===== src/hdl/ld_subset_pkg.sv =====
// constants and carriers for the load-subset decode and execute block
// assumes a byte-wide fetch stream and a byte-wide data memory write port
package ld_subset_pkg;
	localparam logic [7:0] OP_PREFIX = 8'hCE;
	localparam logic [7:0] OP_LD_R_IMM = 8'hB0;
	localparam logic [7:0] OP_LD_BASE = 8'hB4;
	// second-byte codes, after the prefix, chosen for flag, bank and the data, x and y page loads
	localparam logic [7:0] OP_LD_FLAGS = 8'h9F;
	localparam logic [7:0] OP_LD_BANK_P = 8'hC4;
	localparam logic [7:0] OP_LD_XPAGE_P = 8'hC6;
	localparam logic [7:0] OP_LD_GPAGE_P = 8'hC5;
	localparam logic [7:0] OP_LD_YPAGE_P = 8'hC7;
	localparam logic [7:0] OP_ST_X_LOW = 8'h46;
	localparam logic [7:0] OP_ST_Y_LOW = 8'h47;
	localparam logic [7:0] OP_ST_MASK = 8'hE7;
	localparam int SRC_POS = 3;
	localparam logic [3:0] CYC_LD_R = 4'h2;
	localparam logic [3:0] CYC_LD_BASE = 4'h2;
	localparam logic [3:0] CYC_LD_FLAGS = 4'h3;
	localparam logic [3:0] CYC_LD_BANK = 4'h4;
	localparam logic [3:0] CYC_LD_PAGE = 4'h3;
	localparam logic [3:0] CYC_ST_IDX = 4'h4;
	localparam logic [7:0] RST_BYTE = 8'h00;
	localparam logic [15:0] RST_WORD = 16'h0000;
	localparam logic [7:0] RST_FLAGS = 8'hC0;

	typedef enum logic [1:0] {
		DST_IDX_X = 2'b00,
		DST_IDX_Y = 2'b01,
		DST_PLAIN = 2'b11
	} addr_kind_e;

	typedef struct packed {
		logic [7:0] page;
		logic [15:0] addr;
		logic [7:0] data;
	} mem_write_s;

	typedef struct packed {
		logic [7:0] regA;
		logic [7:0] regB;
		logic [7:0] regL;
		logic [7:0] regH;
		logic [15:0] indexX;
		logic [15:0] indexY;
		logic [7:0] baseHighByte;
		logic [7:0] systemFlags;
		logic [7:0] newCodeBank;
		logic [7:0] generalDataPage;
		logic [7:0] pageForX;
		logic [7:0] pageForY;
	} core_regs_s;
endpackage


===== src/hdl/data_addr_gen.sv =====
// data address former: index plus signed low byte, page selection by model
// assumes combinational use inside one clock domain
`timescale 1ns/1ns
module data_addr_gen (
	input wire ld_subset_pkg::addr_kind_e kind,
	input wire logic largeMemoryModels,
	input wire logic [15:0] indexX,
	input wire logic [15:0] indexY,
	input wire logic [15:0] plainAddr,
	input wire logic [7:0] lowByte,
	input wire logic [7:0] pageForX,
	input wire logic [7:0] pageForY,
	input wire logic [7:0] generalDataPage,
	output logic [15:0] addr,
	output logic [7:0] page
);
	import ld_subset_pkg::*;
	logic [15:0] offset;
	assign offset = {{8{lowByte[7]}}, lowByte};
	always_comb begin
		unique case (kind)
			DST_IDX_X: begin
				addr = indexX + offset;
				page = largeMemoryModels ? pageForX : RST_BYTE;
			end
			DST_IDX_Y: begin
				addr = indexY + offset;
				page = largeMemoryModels ? pageForY : RST_BYTE;
			end
			default: begin
				addr = plainAddr;
				page = largeMemoryModels ? generalDataPage : RST_BYTE;
			end
		endcase
	end
endmodule


===== src/hdl/load_instr_subset_exec.sv =====
// decode and execute of the immediate-load and indexed-store subset
// assumes fetch presents one byte per instruction cycle with a valid strobe
`timescale 1ns/1ns
module load_instr_subset_exec (
	input wire logic clk,
	input wire logic reset,
	input wire logic largeMemoryModels,
	input wire logic fetchValid,
	input wire logic [7:0] fetchByte,
	output logic fetchReady,
	output logic memWrite,
	output ld_subset_pkg::mem_write_s memOut,
	output ld_subset_pkg::core_regs_s regsOut,
	output logic instrDone,
	output logic illegalOp
);
	import ld_subset_pkg::*;

	typedef enum logic [2:0] {
		S_OPCODE = 3'b000,
		S_SECOND = 3'b001,
		S_IMM = 3'b011,
		S_EXEC = 3'b010,
		S_WAIT = 3'b110
	} state_e;

	typedef enum logic [3:0] {
		T_NONE, T_LDR, T_BASE, T_FLAGS, T_BANK, T_GPAGE, T_XPAGE, T_YPAGE, T_STX, T_STY
	} target_e;

	state_e state_r;
	target_e target_r;
	logic [1:0] srcSel_r;
	logic [3:0] cycLeft_r;
	logic [7:0] imm_r;
	core_regs_s regs_r;
	logic [7:0] srcData;
	logic [15:0] stAddr;
	logic [7:0] stPage;
	addr_kind_e stKind;
	logic take;
	logic isStore;

	assign fetchReady = (state_r == S_OPCODE) || (state_r == S_SECOND) || (state_r == S_IMM);
	assign take = fetchReady && fetchValid;
	assign isStore = (target_r == T_STX) || (target_r == T_STY);
	assign stKind = (target_r == T_STY) ? DST_IDX_Y : DST_IDX_X;

	always_comb begin
		unique case (srcSel_r)
			2'b00: srcData = regs_r.regA;
			2'b01: srcData = regs_r.regB;
			2'b10: srcData = regs_r.regL;
			default: srcData = regs_r.regH;
		endcase
	end

	// the low byte is always register L, read live at the store cycle
	data_addr_gen u_addr (
		.kind(stKind),
		.largeMemoryModels(largeMemoryModels),
		.indexX(regs_r.indexX),
		.indexY(regs_r.indexY),
		.plainAddr(RST_WORD),
		.lowByte(regs_r.regL),
		.pageForX(regs_r.pageForX),
		.pageForY(regs_r.pageForY),
		.generalDataPage(regs_r.generalDataPage),
		.addr(stAddr),
		.page(stPage)
	);

	// sequencer: cycles counted from opcode fetch; pads keep documented totals
	always_ff @(posedge clk) begin
		if (reset) begin
			state_r <= S_OPCODE;
			target_r <= T_NONE;
			srcSel_r <= 2'b00;
			cycLeft_r <= 4'h0;
			imm_r <= RST_BYTE;
			illegalOp <= 1'b0;
		end else begin
			illegalOp <= 1'b0;
			unique case (state_r)
				S_OPCODE: if (take) begin
					srcSel_r <= fetchByte[1:0];
					if ((fetchByte & 8'hFC) == OP_LD_R_IMM) begin
						target_r <= T_LDR;
						cycLeft_r <= CYC_LD_R - 4'h1;
						state_r <= S_IMM;
					end else if (fetchByte == OP_LD_BASE) begin
						target_r <= T_BASE;
						cycLeft_r <= CYC_LD_BASE - 4'h1;
						state_r <= S_IMM;
					end else if (fetchByte == OP_PREFIX) begin
						cycLeft_r <= 4'h0;
						state_r <= S_SECOND;
					end else begin
						illegalOp <= 1'b1;
					end
				end
				S_SECOND: if (take) begin
					srcSel_r <= fetchByte[SRC_POS+1:SRC_POS];
					if ((fetchByte & OP_ST_MASK) == OP_ST_X_LOW) begin
						target_r <= T_STX;
						cycLeft_r <= CYC_ST_IDX - 4'h2;
						state_r <= S_WAIT;
					end else if ((fetchByte & OP_ST_MASK) == OP_ST_Y_LOW) begin
						target_r <= T_STY;
						cycLeft_r <= CYC_ST_IDX - 4'h2;
						state_r <= S_WAIT;
					end else if (fetchByte == OP_LD_FLAGS) begin
						target_r <= T_FLAGS;
						cycLeft_r <= CYC_LD_FLAGS - 4'h2;
						state_r <= S_IMM;
					end else if (fetchByte == OP_LD_BANK_P) begin
						target_r <= T_BANK;
						cycLeft_r <= CYC_LD_BANK - 4'h2;
						state_r <= S_IMM;
					end else if (fetchByte == OP_LD_GPAGE_P) begin
						target_r <= T_GPAGE;
						cycLeft_r <= CYC_LD_PAGE - 4'h2;
						state_r <= S_IMM;
					end else if (fetchByte == OP_LD_XPAGE_P) begin
						target_r <= T_XPAGE;
						cycLeft_r <= CYC_LD_PAGE - 4'h2;
						state_r <= S_IMM;
					end else if (fetchByte == OP_LD_YPAGE_P) begin
						target_r <= T_YPAGE;
						cycLeft_r <= CYC_LD_PAGE - 4'h2;
						state_r <= S_IMM;
					end else begin
						illegalOp <= 1'b1;
						state_r <= S_OPCODE;
					end
				end
				S_IMM: if (take) begin
					imm_r <= fetchByte;
					cycLeft_r <= cycLeft_r - 4'h1;
					state_r <= (cycLeft_r == 4'h1) ? S_EXEC : S_WAIT;
				end
				S_WAIT: begin
					cycLeft_r <= cycLeft_r - 4'h1;
					if (cycLeft_r <= 4'h1) begin
						state_r <= S_EXEC;
					end
				end
				S_EXEC: begin
					state_r <= S_OPCODE;
					target_r <= T_NONE;
				end
				default: state_r <= S_OPCODE;
			endcase
		end
	end

	// register writes happen only in the last cycle; flags touched only by the flag load
	always_ff @(posedge clk) begin
		if (reset) begin
			regs_r <= '{RST_BYTE, RST_BYTE, RST_BYTE, RST_BYTE, RST_WORD, RST_WORD, RST_BYTE,
				RST_FLAGS, RST_BYTE, RST_BYTE, RST_BYTE, RST_BYTE};
		end else if (state_r == S_EXEC) begin
			unique case (target_r)
				T_LDR: begin
					unique case (srcSel_r)
						2'b00: regs_r.regA <= imm_r;
						2'b01: regs_r.regB <= imm_r;
						2'b10: regs_r.regL <= imm_r;
						default: regs_r.regH <= imm_r;
					endcase
				end
				T_BASE: regs_r.baseHighByte <= imm_r;
				T_FLAGS: regs_r.systemFlags <= imm_r;
				T_BANK: regs_r.newCodeBank <= imm_r;
				T_GPAGE: regs_r.generalDataPage <= imm_r;
				T_XPAGE: regs_r.pageForX <= imm_r;
				T_YPAGE: regs_r.pageForY <= imm_r;
				default: regs_r <= regs_r;
			endcase
		end
	end

	always_ff @(posedge clk) begin
		if (reset) begin
			memWrite <= 1'b0;
			memOut <= '{RST_BYTE, RST_WORD, RST_BYTE};
			instrDone <= 1'b0;
		end else begin
			memWrite <= (state_r == S_EXEC) && isStore;
			instrDone <= state_r == S_EXEC;
			if ((state_r == S_EXEC) && isStore) begin
				memOut <= '{stPage, stAddr, srcData};
			end
		end
	end

	assign regsOut = regs_r;

	// instruction length counter from opcode acceptance to the S_EXEC cycle
	logic [3:0] len_r;
	always_ff @(posedge clk) begin
		if (reset || (state_r == S_OPCODE)) begin
			len_r <= 4'h1;
		end else begin
			len_r <= len_r + 4'h1;
		end
	end

	property p_st_x_addr;
		@(posedge clk) disable iff (reset)
		(state_r == S_EXEC && target_r == T_STX) |=>
			memWrite && memOut.addr == $past(regs_r.indexX) + {{8{$past(regs_r.regL[7])}},
			$past(regs_r.regL)};
	endproperty
	a_st_x_addr: assert property (p_st_x_addr) else $error("x store address wrong");

	property p_st_x_page;
		@(posedge clk) disable iff (reset)
		(state_r == S_EXEC && target_r == T_STX && largeMemoryModels) |=>
			memOut.page == $past(regs_r.pageForX);
	endproperty
	a_st_x_page: assert property (p_st_x_page) else $error("x store page wrong");

	property p_st_y_page;
		@(posedge clk) disable iff (reset)
		(state_r == S_EXEC && target_r == T_STY) |=>
			memOut.page == ($past(largeMemoryModels) ? $past(regs_r.pageForY) : RST_BYTE);
	endproperty
	a_st_y_page: assert property (p_st_y_page) else $error("y store page wrong");

	property p_decode_stx;
		@(posedge clk) disable iff (reset)
		(state_r == S_SECOND && take && (fetchByte & OP_ST_MASK) == OP_ST_X_LOW)
			|=> target_r == T_STX;
	endproperty
	a_decode_stx: assert property (p_decode_stx) else $error("x store not decoded");

	property p_decode_sty;
		@(posedge clk) disable iff (reset)
		(state_r == S_SECOND && take && (fetchByte & OP_ST_MASK) == OP_ST_Y_LOW)
			|=> target_r == T_STY;
	endproperty
	a_decode_sty: assert property (p_decode_sty) else $error("y store not decoded");

	property p_ldr_value;
		@(posedge clk) disable iff (reset)
		(state_r == S_OPCODE && take && fetchByte == OP_LD_R_IMM) ##1 (take [*1])
			|=> ##1 regs_r.regA == $past(fetchByte, 2);
	endproperty
	a_ldr_value: assert property (p_ldr_value) else $error("A immediate not loaded");

	property p_flags_quiet;
		@(posedge clk) disable iff (reset)
		!(state_r == S_EXEC && target_r == T_FLAGS) |=> $stable(regs_r.systemFlags);
	endproperty
	a_flags_quiet: assert property (p_flags_quiet) else $error("flags changed");

	property p_len_base;
		@(posedge clk) disable iff (reset)
		(state_r == S_EXEC && target_r == T_BASE) |-> len_r == CYC_LD_BASE;
	endproperty
	a_len_base: assert property (p_len_base) else $error("base load length");

	property p_len_flags;
		@(posedge clk) disable iff (reset)
		(state_r == S_EXEC && target_r == T_FLAGS) |-> len_r == CYC_LD_FLAGS;
	endproperty
	a_len_flags: assert property (p_len_flags) else $error("flag load length");

	property p_len_bank;
		@(posedge clk) disable iff (reset)
		(state_r == S_EXEC && target_r == T_BANK) |-> len_r == CYC_LD_BANK;
	endproperty
	a_len_bank: assert property (p_len_bank) else $error("bank load length");

	property p_len_page;
		@(posedge clk) disable iff (reset)
		(state_r == S_EXEC && (target_r == T_XPAGE || target_r == T_YPAGE ||
			target_r == T_GPAGE)) |-> len_r == CYC_LD_PAGE;
	endproperty
	a_len_page: assert property (p_len_page) else $error("page load length");

	property p_ypage_val;
		@(posedge clk) disable iff (reset)
		(state_r == S_EXEC && target_r == T_YPAGE) |=> regs_r.pageForY == $past(imm_r);
	endproperty
	a_ypage_val: assert property (p_ypage_val) else $error("y page not loaded");

	property p_gpage_val;
		@(posedge clk) disable iff (reset)
		(state_r == S_EXEC && target_r == T_GPAGE) |=> regs_r.generalDataPage == $past(imm_r);
	endproperty
	a_gpage_val: assert property (p_gpage_val) else $error("data page not loaded");

	c_stx: cover property (@(posedge clk) disable iff (reset) memWrite && target_r == T_NONE);
	c_ldr: cover property (@(posedge clk) disable iff (reset)
		state_r == S_EXEC && target_r == T_LDR);
	c_flags: cover property (@(posedge clk) disable iff (reset)
		state_r == S_EXEC && target_r == T_FLAGS);
	c_bad: cover property (@(posedge clk) disable iff (reset) illegalOp);
endmodule


===== config.mk =====
export PLATFORM = sky130hd
export DESIGN_NAME = load_instr_subset_exec
export DESIGN_NICKNAME = d
export VERILOG_FILES = /design/src/hdl/ld_subset_pkg.sv /design/src/hdl/data_addr_gen.sv /design/src/hdl/load_instr_subset_exec.sv
export SDC_FILE = /design/constraint.sdc
export NUM_CORES = 1
export LEC_CHECK = 0
export BUFFER_PORTS_ARGS = -buffer_cell sky130_fd_sc_hd__buf_4
export CAP_MARGIN = 40
export CORE_ASPECT_RATIO = 1.5
export CORE_MARGIN = 3
export CORE_UTILIZATION = 47
export DETAILED_ROUTE_END_ITERATION = 10
export GPL_TIMING_DRIVEN = 0
export PLACE_DENSITY_LB_ADDON = 0.1
export SYNTH_ARGS = -nofsm -noshare
export SYNTH_HDL_FRONTEND = slang
export SYNTH_SLANG_ARGS = --single-unit

===== constraint.sdc =====
create_clock -name clk -period 1.75 [get_ports clk]
set_input_delay 0.35 -clock clk [delete_from_list [all_inputs] [get_ports clk]]
set_output_delay 0.35 -clock clk [all_outputs]
set_load 0.1 [all_outputs]

==> metrics.txt, run 1 <==
Worst-Margin Slew roughly 850 ps; fraction of layout cells with a size suffix above 1 between 40 and 50%; DR vias 5144; DR vias/cell 5.29; Post-Syn Area 5700 um2; syn_area_per_cell ~9.4 um2; Worst setup EP type flop; Setup crit start kind flop; reg2reg setup slack -180 ps; fmax 0.518 GHz; Layout area overhead 47.4%; Tmin final 1930 ps; Netlist cell types 57; Worst Skew approximately 8 ps; IO Count 160; hpwl dp 11800 um; Hold Crit Start fetchValid; critical path class reg -> reg; RePlAce Congestion 0.922; Final ANT Viol Nets 0; Most used DFF post-synth dfxtp_1; vias in the first global route around 5000; Worst Path Max Fanout 8; Hold WS 196 ps; Die Wd 95.9 um; Critical Path AT 2270 ps; Pwr Density 808 nW/um2; RSZ-0062 raised after global routing true; DRT Pass-1 Iters 5; drt total wl ~18000 um; Initial Utilization 48.9%; Clock transition at path regs 50 ps; die area approximately 14000 um2; Mapped Cells 606; CTS tree built; # diodes 0; port buffer count 126; first-pass GRT wire length 26600 um; worst relative slew slack 43.1%; RR Startpoint state_r[0]; leakage 3.80 nW; largest net degree at the start of global routing 17; CTS Buffer Depth 2; Total Routing Usage GR a little over a quarter; Syn. warnings 0; worst vdd ir between 0.0007 and 0.0008 V; Fin. Hold Viols 0; dpl cells 913; fillers 883; core area 11700 um2; hold buffer count at cts 0; Final setup viols 80; Power, Total between 0.006 and 0.007 W; fin util 72.1%; critical path data required time 2090 ps; initial antenna violation count 0; row cnt 48; root buffer cell clkbuf_16; Hold WC Path Type in -> reg; H-Tree Depth 4; drt drc 0; drt initial violations ~130; worst skew pair latency around 410 ps; Final period util 110%; max-capacitance violation count 0; CP endpoint memOut[26]; multi-input logic area 3170 um2; Post-synth EDFFs 0; min setup slack post-route -182 ps; Seq. cell area 2570 um2; NumNets Final 825; cts bufs inserted 17; post-synthesis sequential area ratio about 45%; Max Slew Vio Count 0; post-synthesis register bit count 128; status finished, violations left; CP Launch Point state_r[0]; failing checks setup timing; total gr overflow 0; async set or reset register ratio after synthesis 0%; routed len/inst around 18 um; cells on worst reg2reg path 9; Die Span Y approximately 140 um; Reg-to-Reg End memOut[26]; fin cells 972; clk sink count 128
worst min-delay path by stage:
stage | end | slack [ps] | cells after the start
finish | state_r[0] | 200 | 2
global route | state_r[0] | 200 | 2
global placement | regsOut[39] | 440 | 1
detailed placement | regsOut[39] | 450 | 1
CTS | state_r[0] | 180 | 2
floorplan | regsOut[38] | 430 | 1
metrics by stage:
step / instance area (um2) / worst slack, ps / setup TNS, ps
finish: 8400 / -182 / -5450
global route: 8400 / -225 / -12560
CTS: 8100 / -148 / -7710
detailed placement: 6990 / -581 / -26810
global placement: 6990 / -561 / -23660
floorplan: 5860 / -93.3 / -2170
worst max-delay path: stages, from the launching register on:
cell and delay [ps]:
dfxtp_2 320, or3b_1 380, buf_6 150, buf_4 130
buf_6 110, buf_4 130, nor2_4 230, nand2_4 160
a2bb2oi_2 160, nor2_1 90
cells in the mapped netlist, drive strengths merged (6+ instances only):
cell     count  area [um2]
a21oi       42         210
a2bb2oi      8        70.1
buf         57         403
clkbuf      26        98.8
dfxtp      128        2560
mux2i       81         811
mux4         8         180
nand2       67         251
nand2b       9        56.3
nand3       16        97.6
nor2        85         319
nor2b        7        43.8
nor3         6        30.0
power by group:
group	leakage, nW	internal (W)	total, W	switching, W
clock	0.265	0.00208	0.00330	0.00122
combinational	2.50	0.000113	0.000561	0.000448
sequential	1.03	0.00292	0.00293	0.00000769
sequential cells by signal, summed over array words and instances (netlist names):
register	cells
instrDone	1
memOut	24
state_r	3
illegalOp	1
regsOut	80
srcSel_r	2
imm_r	8
cycLeft_r	4
target_r	4
memWrite	1
placed cells by master, fill, tap and decap left out, types with 3 or more instances in the layout:
cell type     n
buf_4       184
dfxtp_1     123
nor2_1       84
mux2i_1      78
nand2_1      37
conb_1       32
a21oi_2      24
nand2_2      20
clkbuf_1     19
clkbuf_16    19
a21oi_1      17
buf_6        15
nand3_1      11
buf_2         9
nand2_4       9
a2bb2oi_2     8
mux4_2        8
nor2b_1       6
nand2b_1      6
nor3_1        5
buf_8         5
dfxtp_2       5
nand3b_1      4
clkbuf_8      4
buf_12        4
clkinvlp_4    3
clkbuf_2      3
nor4_4        3
nand4b_1      3
nand3_4       3
a211o_1       3
mux2i_2       3
repair_timing:
item	CTS	global route
resized for setup	81	68
setup buffers	17	11
cloned	3	1
setup endpoints to repair	112	113
pin swaps	27	29
endpoints found under the hold margin	0	0
area by class of cell:
cell class,instances,share of cell area (%)
buffer,80,7.08
multi-input combinational,422,37.8
clock inverter,5,0.656
timing repair buffer,158,15.5
sequential,128,30.6
clock buffer,25,5.90
tap,150,2.23
inverter,4,0.223
layer usage:
layer,part of all wire (%),GRT usage (%)
met5,0,0
met4,4.1,12.1
met3,5.8,5.98
met2,55,47.3
met1,36,27.5
cells by family after synthesis:
family                   after synthesis  synth area share (%)
multiplexers                          91                  17.8
AND/OR/NAND/NOR                      218                  18.6
AO/OA/AOI/OAI                         79                  9.07
buffers and inverters                 87                  9.07
adder cells (fa/ha/maj)                2                 0.439
other                                  1                0.0658
flip-flops                           128                  45.0
Power figures use the tool's default switching activity.
==> run 2, diff against run 1 <==
Settings changed: SKIP_LAST_GASP from default to 1.
==> run 2 against run 1 <==
- the run still ends with setup timing left
- non-clock buffer count is the same
- final area down 0.12%
- clock power hardly changed
- combinational power about the same
- highest routed layer unchanged
==> metrics.txt, run 2 (synthesis results as in run 1) <==
status finished, violations left; failing checks setup timing; drt initial violations 228; worst hold stages 2; hpwl dp 11800 um; hold buffer count at cts 0; commonest non-fill, non-tap cell in the layout buf_4; reg2reg setup slack -150 ps; RR Startpoint state_r[0]; Setup crit start kind flop; Initial Utilization between 40% and 50%; Worst setup EP type flop; fin cells 972; die area 13500 um2; DR vias/cell 5.27; Final ANT Viol Nets 0; Psw about 0.0017 W; critical path class reg -> reg; most frequent cells in the layout 185 x buf_4, 124 x dfxtp_1, 84 x nor2_1, 79 x mux2i_1, 34 x nand2_1; first-pass GRT wire length 26500 um; combinational fraction of design power just over 8%; worst relative slew slack between 40% and 50%; Max Slew Vio Count 0; DR vias 5127; part of the power in registers 43.2%; Power, Total 0.00679 W; root buffer cell clkbuf_16; Largest register FFs 80; # diodes 0; fillers 898; multi-input logic area 3190 um2; initial antenna violation count 0; Internal 0.00512 W; Worst Skew 6.84 ps; Fin. Hold Viols 0; Hold Crit Start fetchValid; min setup slack post-route -151 ps; Tmin final 1900 ps; CTS Buffer Depth 2; IO Count 160; RePlAce Congestion 0.922; CTS tree built; Seq. cell area around 2600 um2; Final period util 109%; drt total wl 17500 um; Clock Power Share 48.6%; RSZ-0062 raised after global routing true; vias in the first global route 5012; critical path data required time 2090 ps; core area roughly 12000 um2; cells on worst reg2reg path 9; port buffer count 126; total gr overflow 0; Die Wd 95.9 um; Worst Path Max Fanout 8; worst skew pair latency just over 400 ps; Final setup viols 81; Hold WC Path Type in -> reg; Total Routing Usage GR 25.8%; Die Span Y 141 um; Critical Path AT 2240 ps; DRT Pass-1 Iters 5; largest net degree at the start of global routing 17; Reg-to-Reg End memOut[26]; dpl cells 913; max-capacitance violation count 0; Worst Hold End state_r[0]; NumNets Final 825; fmax 0.526 GHz; drt drc 0; fraction of layout cells with a size suffix above 1 44.0%; worst vdd ir 0.000720 V; leakage roughly 3.8 nW; Worst-Margin Slew 860 ps; Clock transition at path regs 50 ps; Pwr Density just over 800 nW/um2; routed len/inst 18.0 um; cts bufs inserted 17; row cnt 48; clk sink count 128; H-Tree Depth 4; switch share roughly a quarter; Layout area overhead 47.2%
[run 2: cell counts in the layout (fill, tap and decap cells not counted)]
No cell type changed its count.
[run 2: how the worst max path moves through the flow]
stage	from	endpoint	slack (ps)	cells past startpoint
3_5_place_dp	target_r[2]	memOut[26]	-580	6
5_1_grt	state_r[0]	regsOut[106]	-230	7
3_3_place_gp	target_r[2]	memOut[26]	-560	6
4_1_cts	state_r[2]	regsOut[110]	-150	8
6_report	state_r[0]	memOut[26]	-150	9
2_1_floorplan	state_r[2]	regsOut[107]	-90	8
[run 2: worst max-delay path, cell delays in order, from the launching register on]
cell and delay (ps):
dfxtp_2 320, or3b_1 380, buf_6 150, buf_4 130
buf_6 110, buf_4 130, nor2_4 210, nand2_4 150
a2bb2oi_2 160, nor2_1 90
[run 2: timing repair]
action	in CTS	in global routing
resized for setup	74	78
endpoints found under the setup margin	112	120
pin swaps	25	26
gates cloned	3	1
hold endpoints to repair	0	0
buffers inserted	17	12
[run 2: metal layers]
metal	vias to the layer above	global-route usage (%)	wire [um]
met2	204	46.7	9530
met3	57	5.50	1040
met4	0	12.6	786
met5	-	0	0
met1	2438	27.6	6130
li1	2428	-	-
[run 2: area by class of cell]
type,instances,share of cell area (%)
Buffer,80,7.09
Clock buffer,25,5.91
Clock inverter,5,0.656
Inverter,4,0.224
Multi-Input combinational cell,422,38.0
Sequential cell,128,30.6
Tap cell,150,2.24
Timing Repair Buffer,158,15.3
[run 2: power groups by stage]
stage,clock network [W],logic [W],registers (W)
2_1_floorplan,0,0.000449,0.00300
3_5_place_dp,0,0.000532,0.00299
4_1_cts,0.00333,0.000541,0.00293
6_report,0.00330,0.000560,0.00293
3_3_place_gp,0,0.000529,0.00299
5_1_grt,0.00347,0.000583,0.00293
[run 2: through the flow]
step	setup WS [ps]	util, %	cell area, um2	hold slack (ps)	setup TNS, ps
floorplan	-93.3	-	5860	430	-2170
global placement	-561	60.0	6990	442	-23660
detailed placement	-581	60.0	6990	445	-26810
CTS	-148	69.2	8060	175	-8240
global route	-225	72.0	8390	197	-12470
finish	-151	72.0	8390	190	-5420
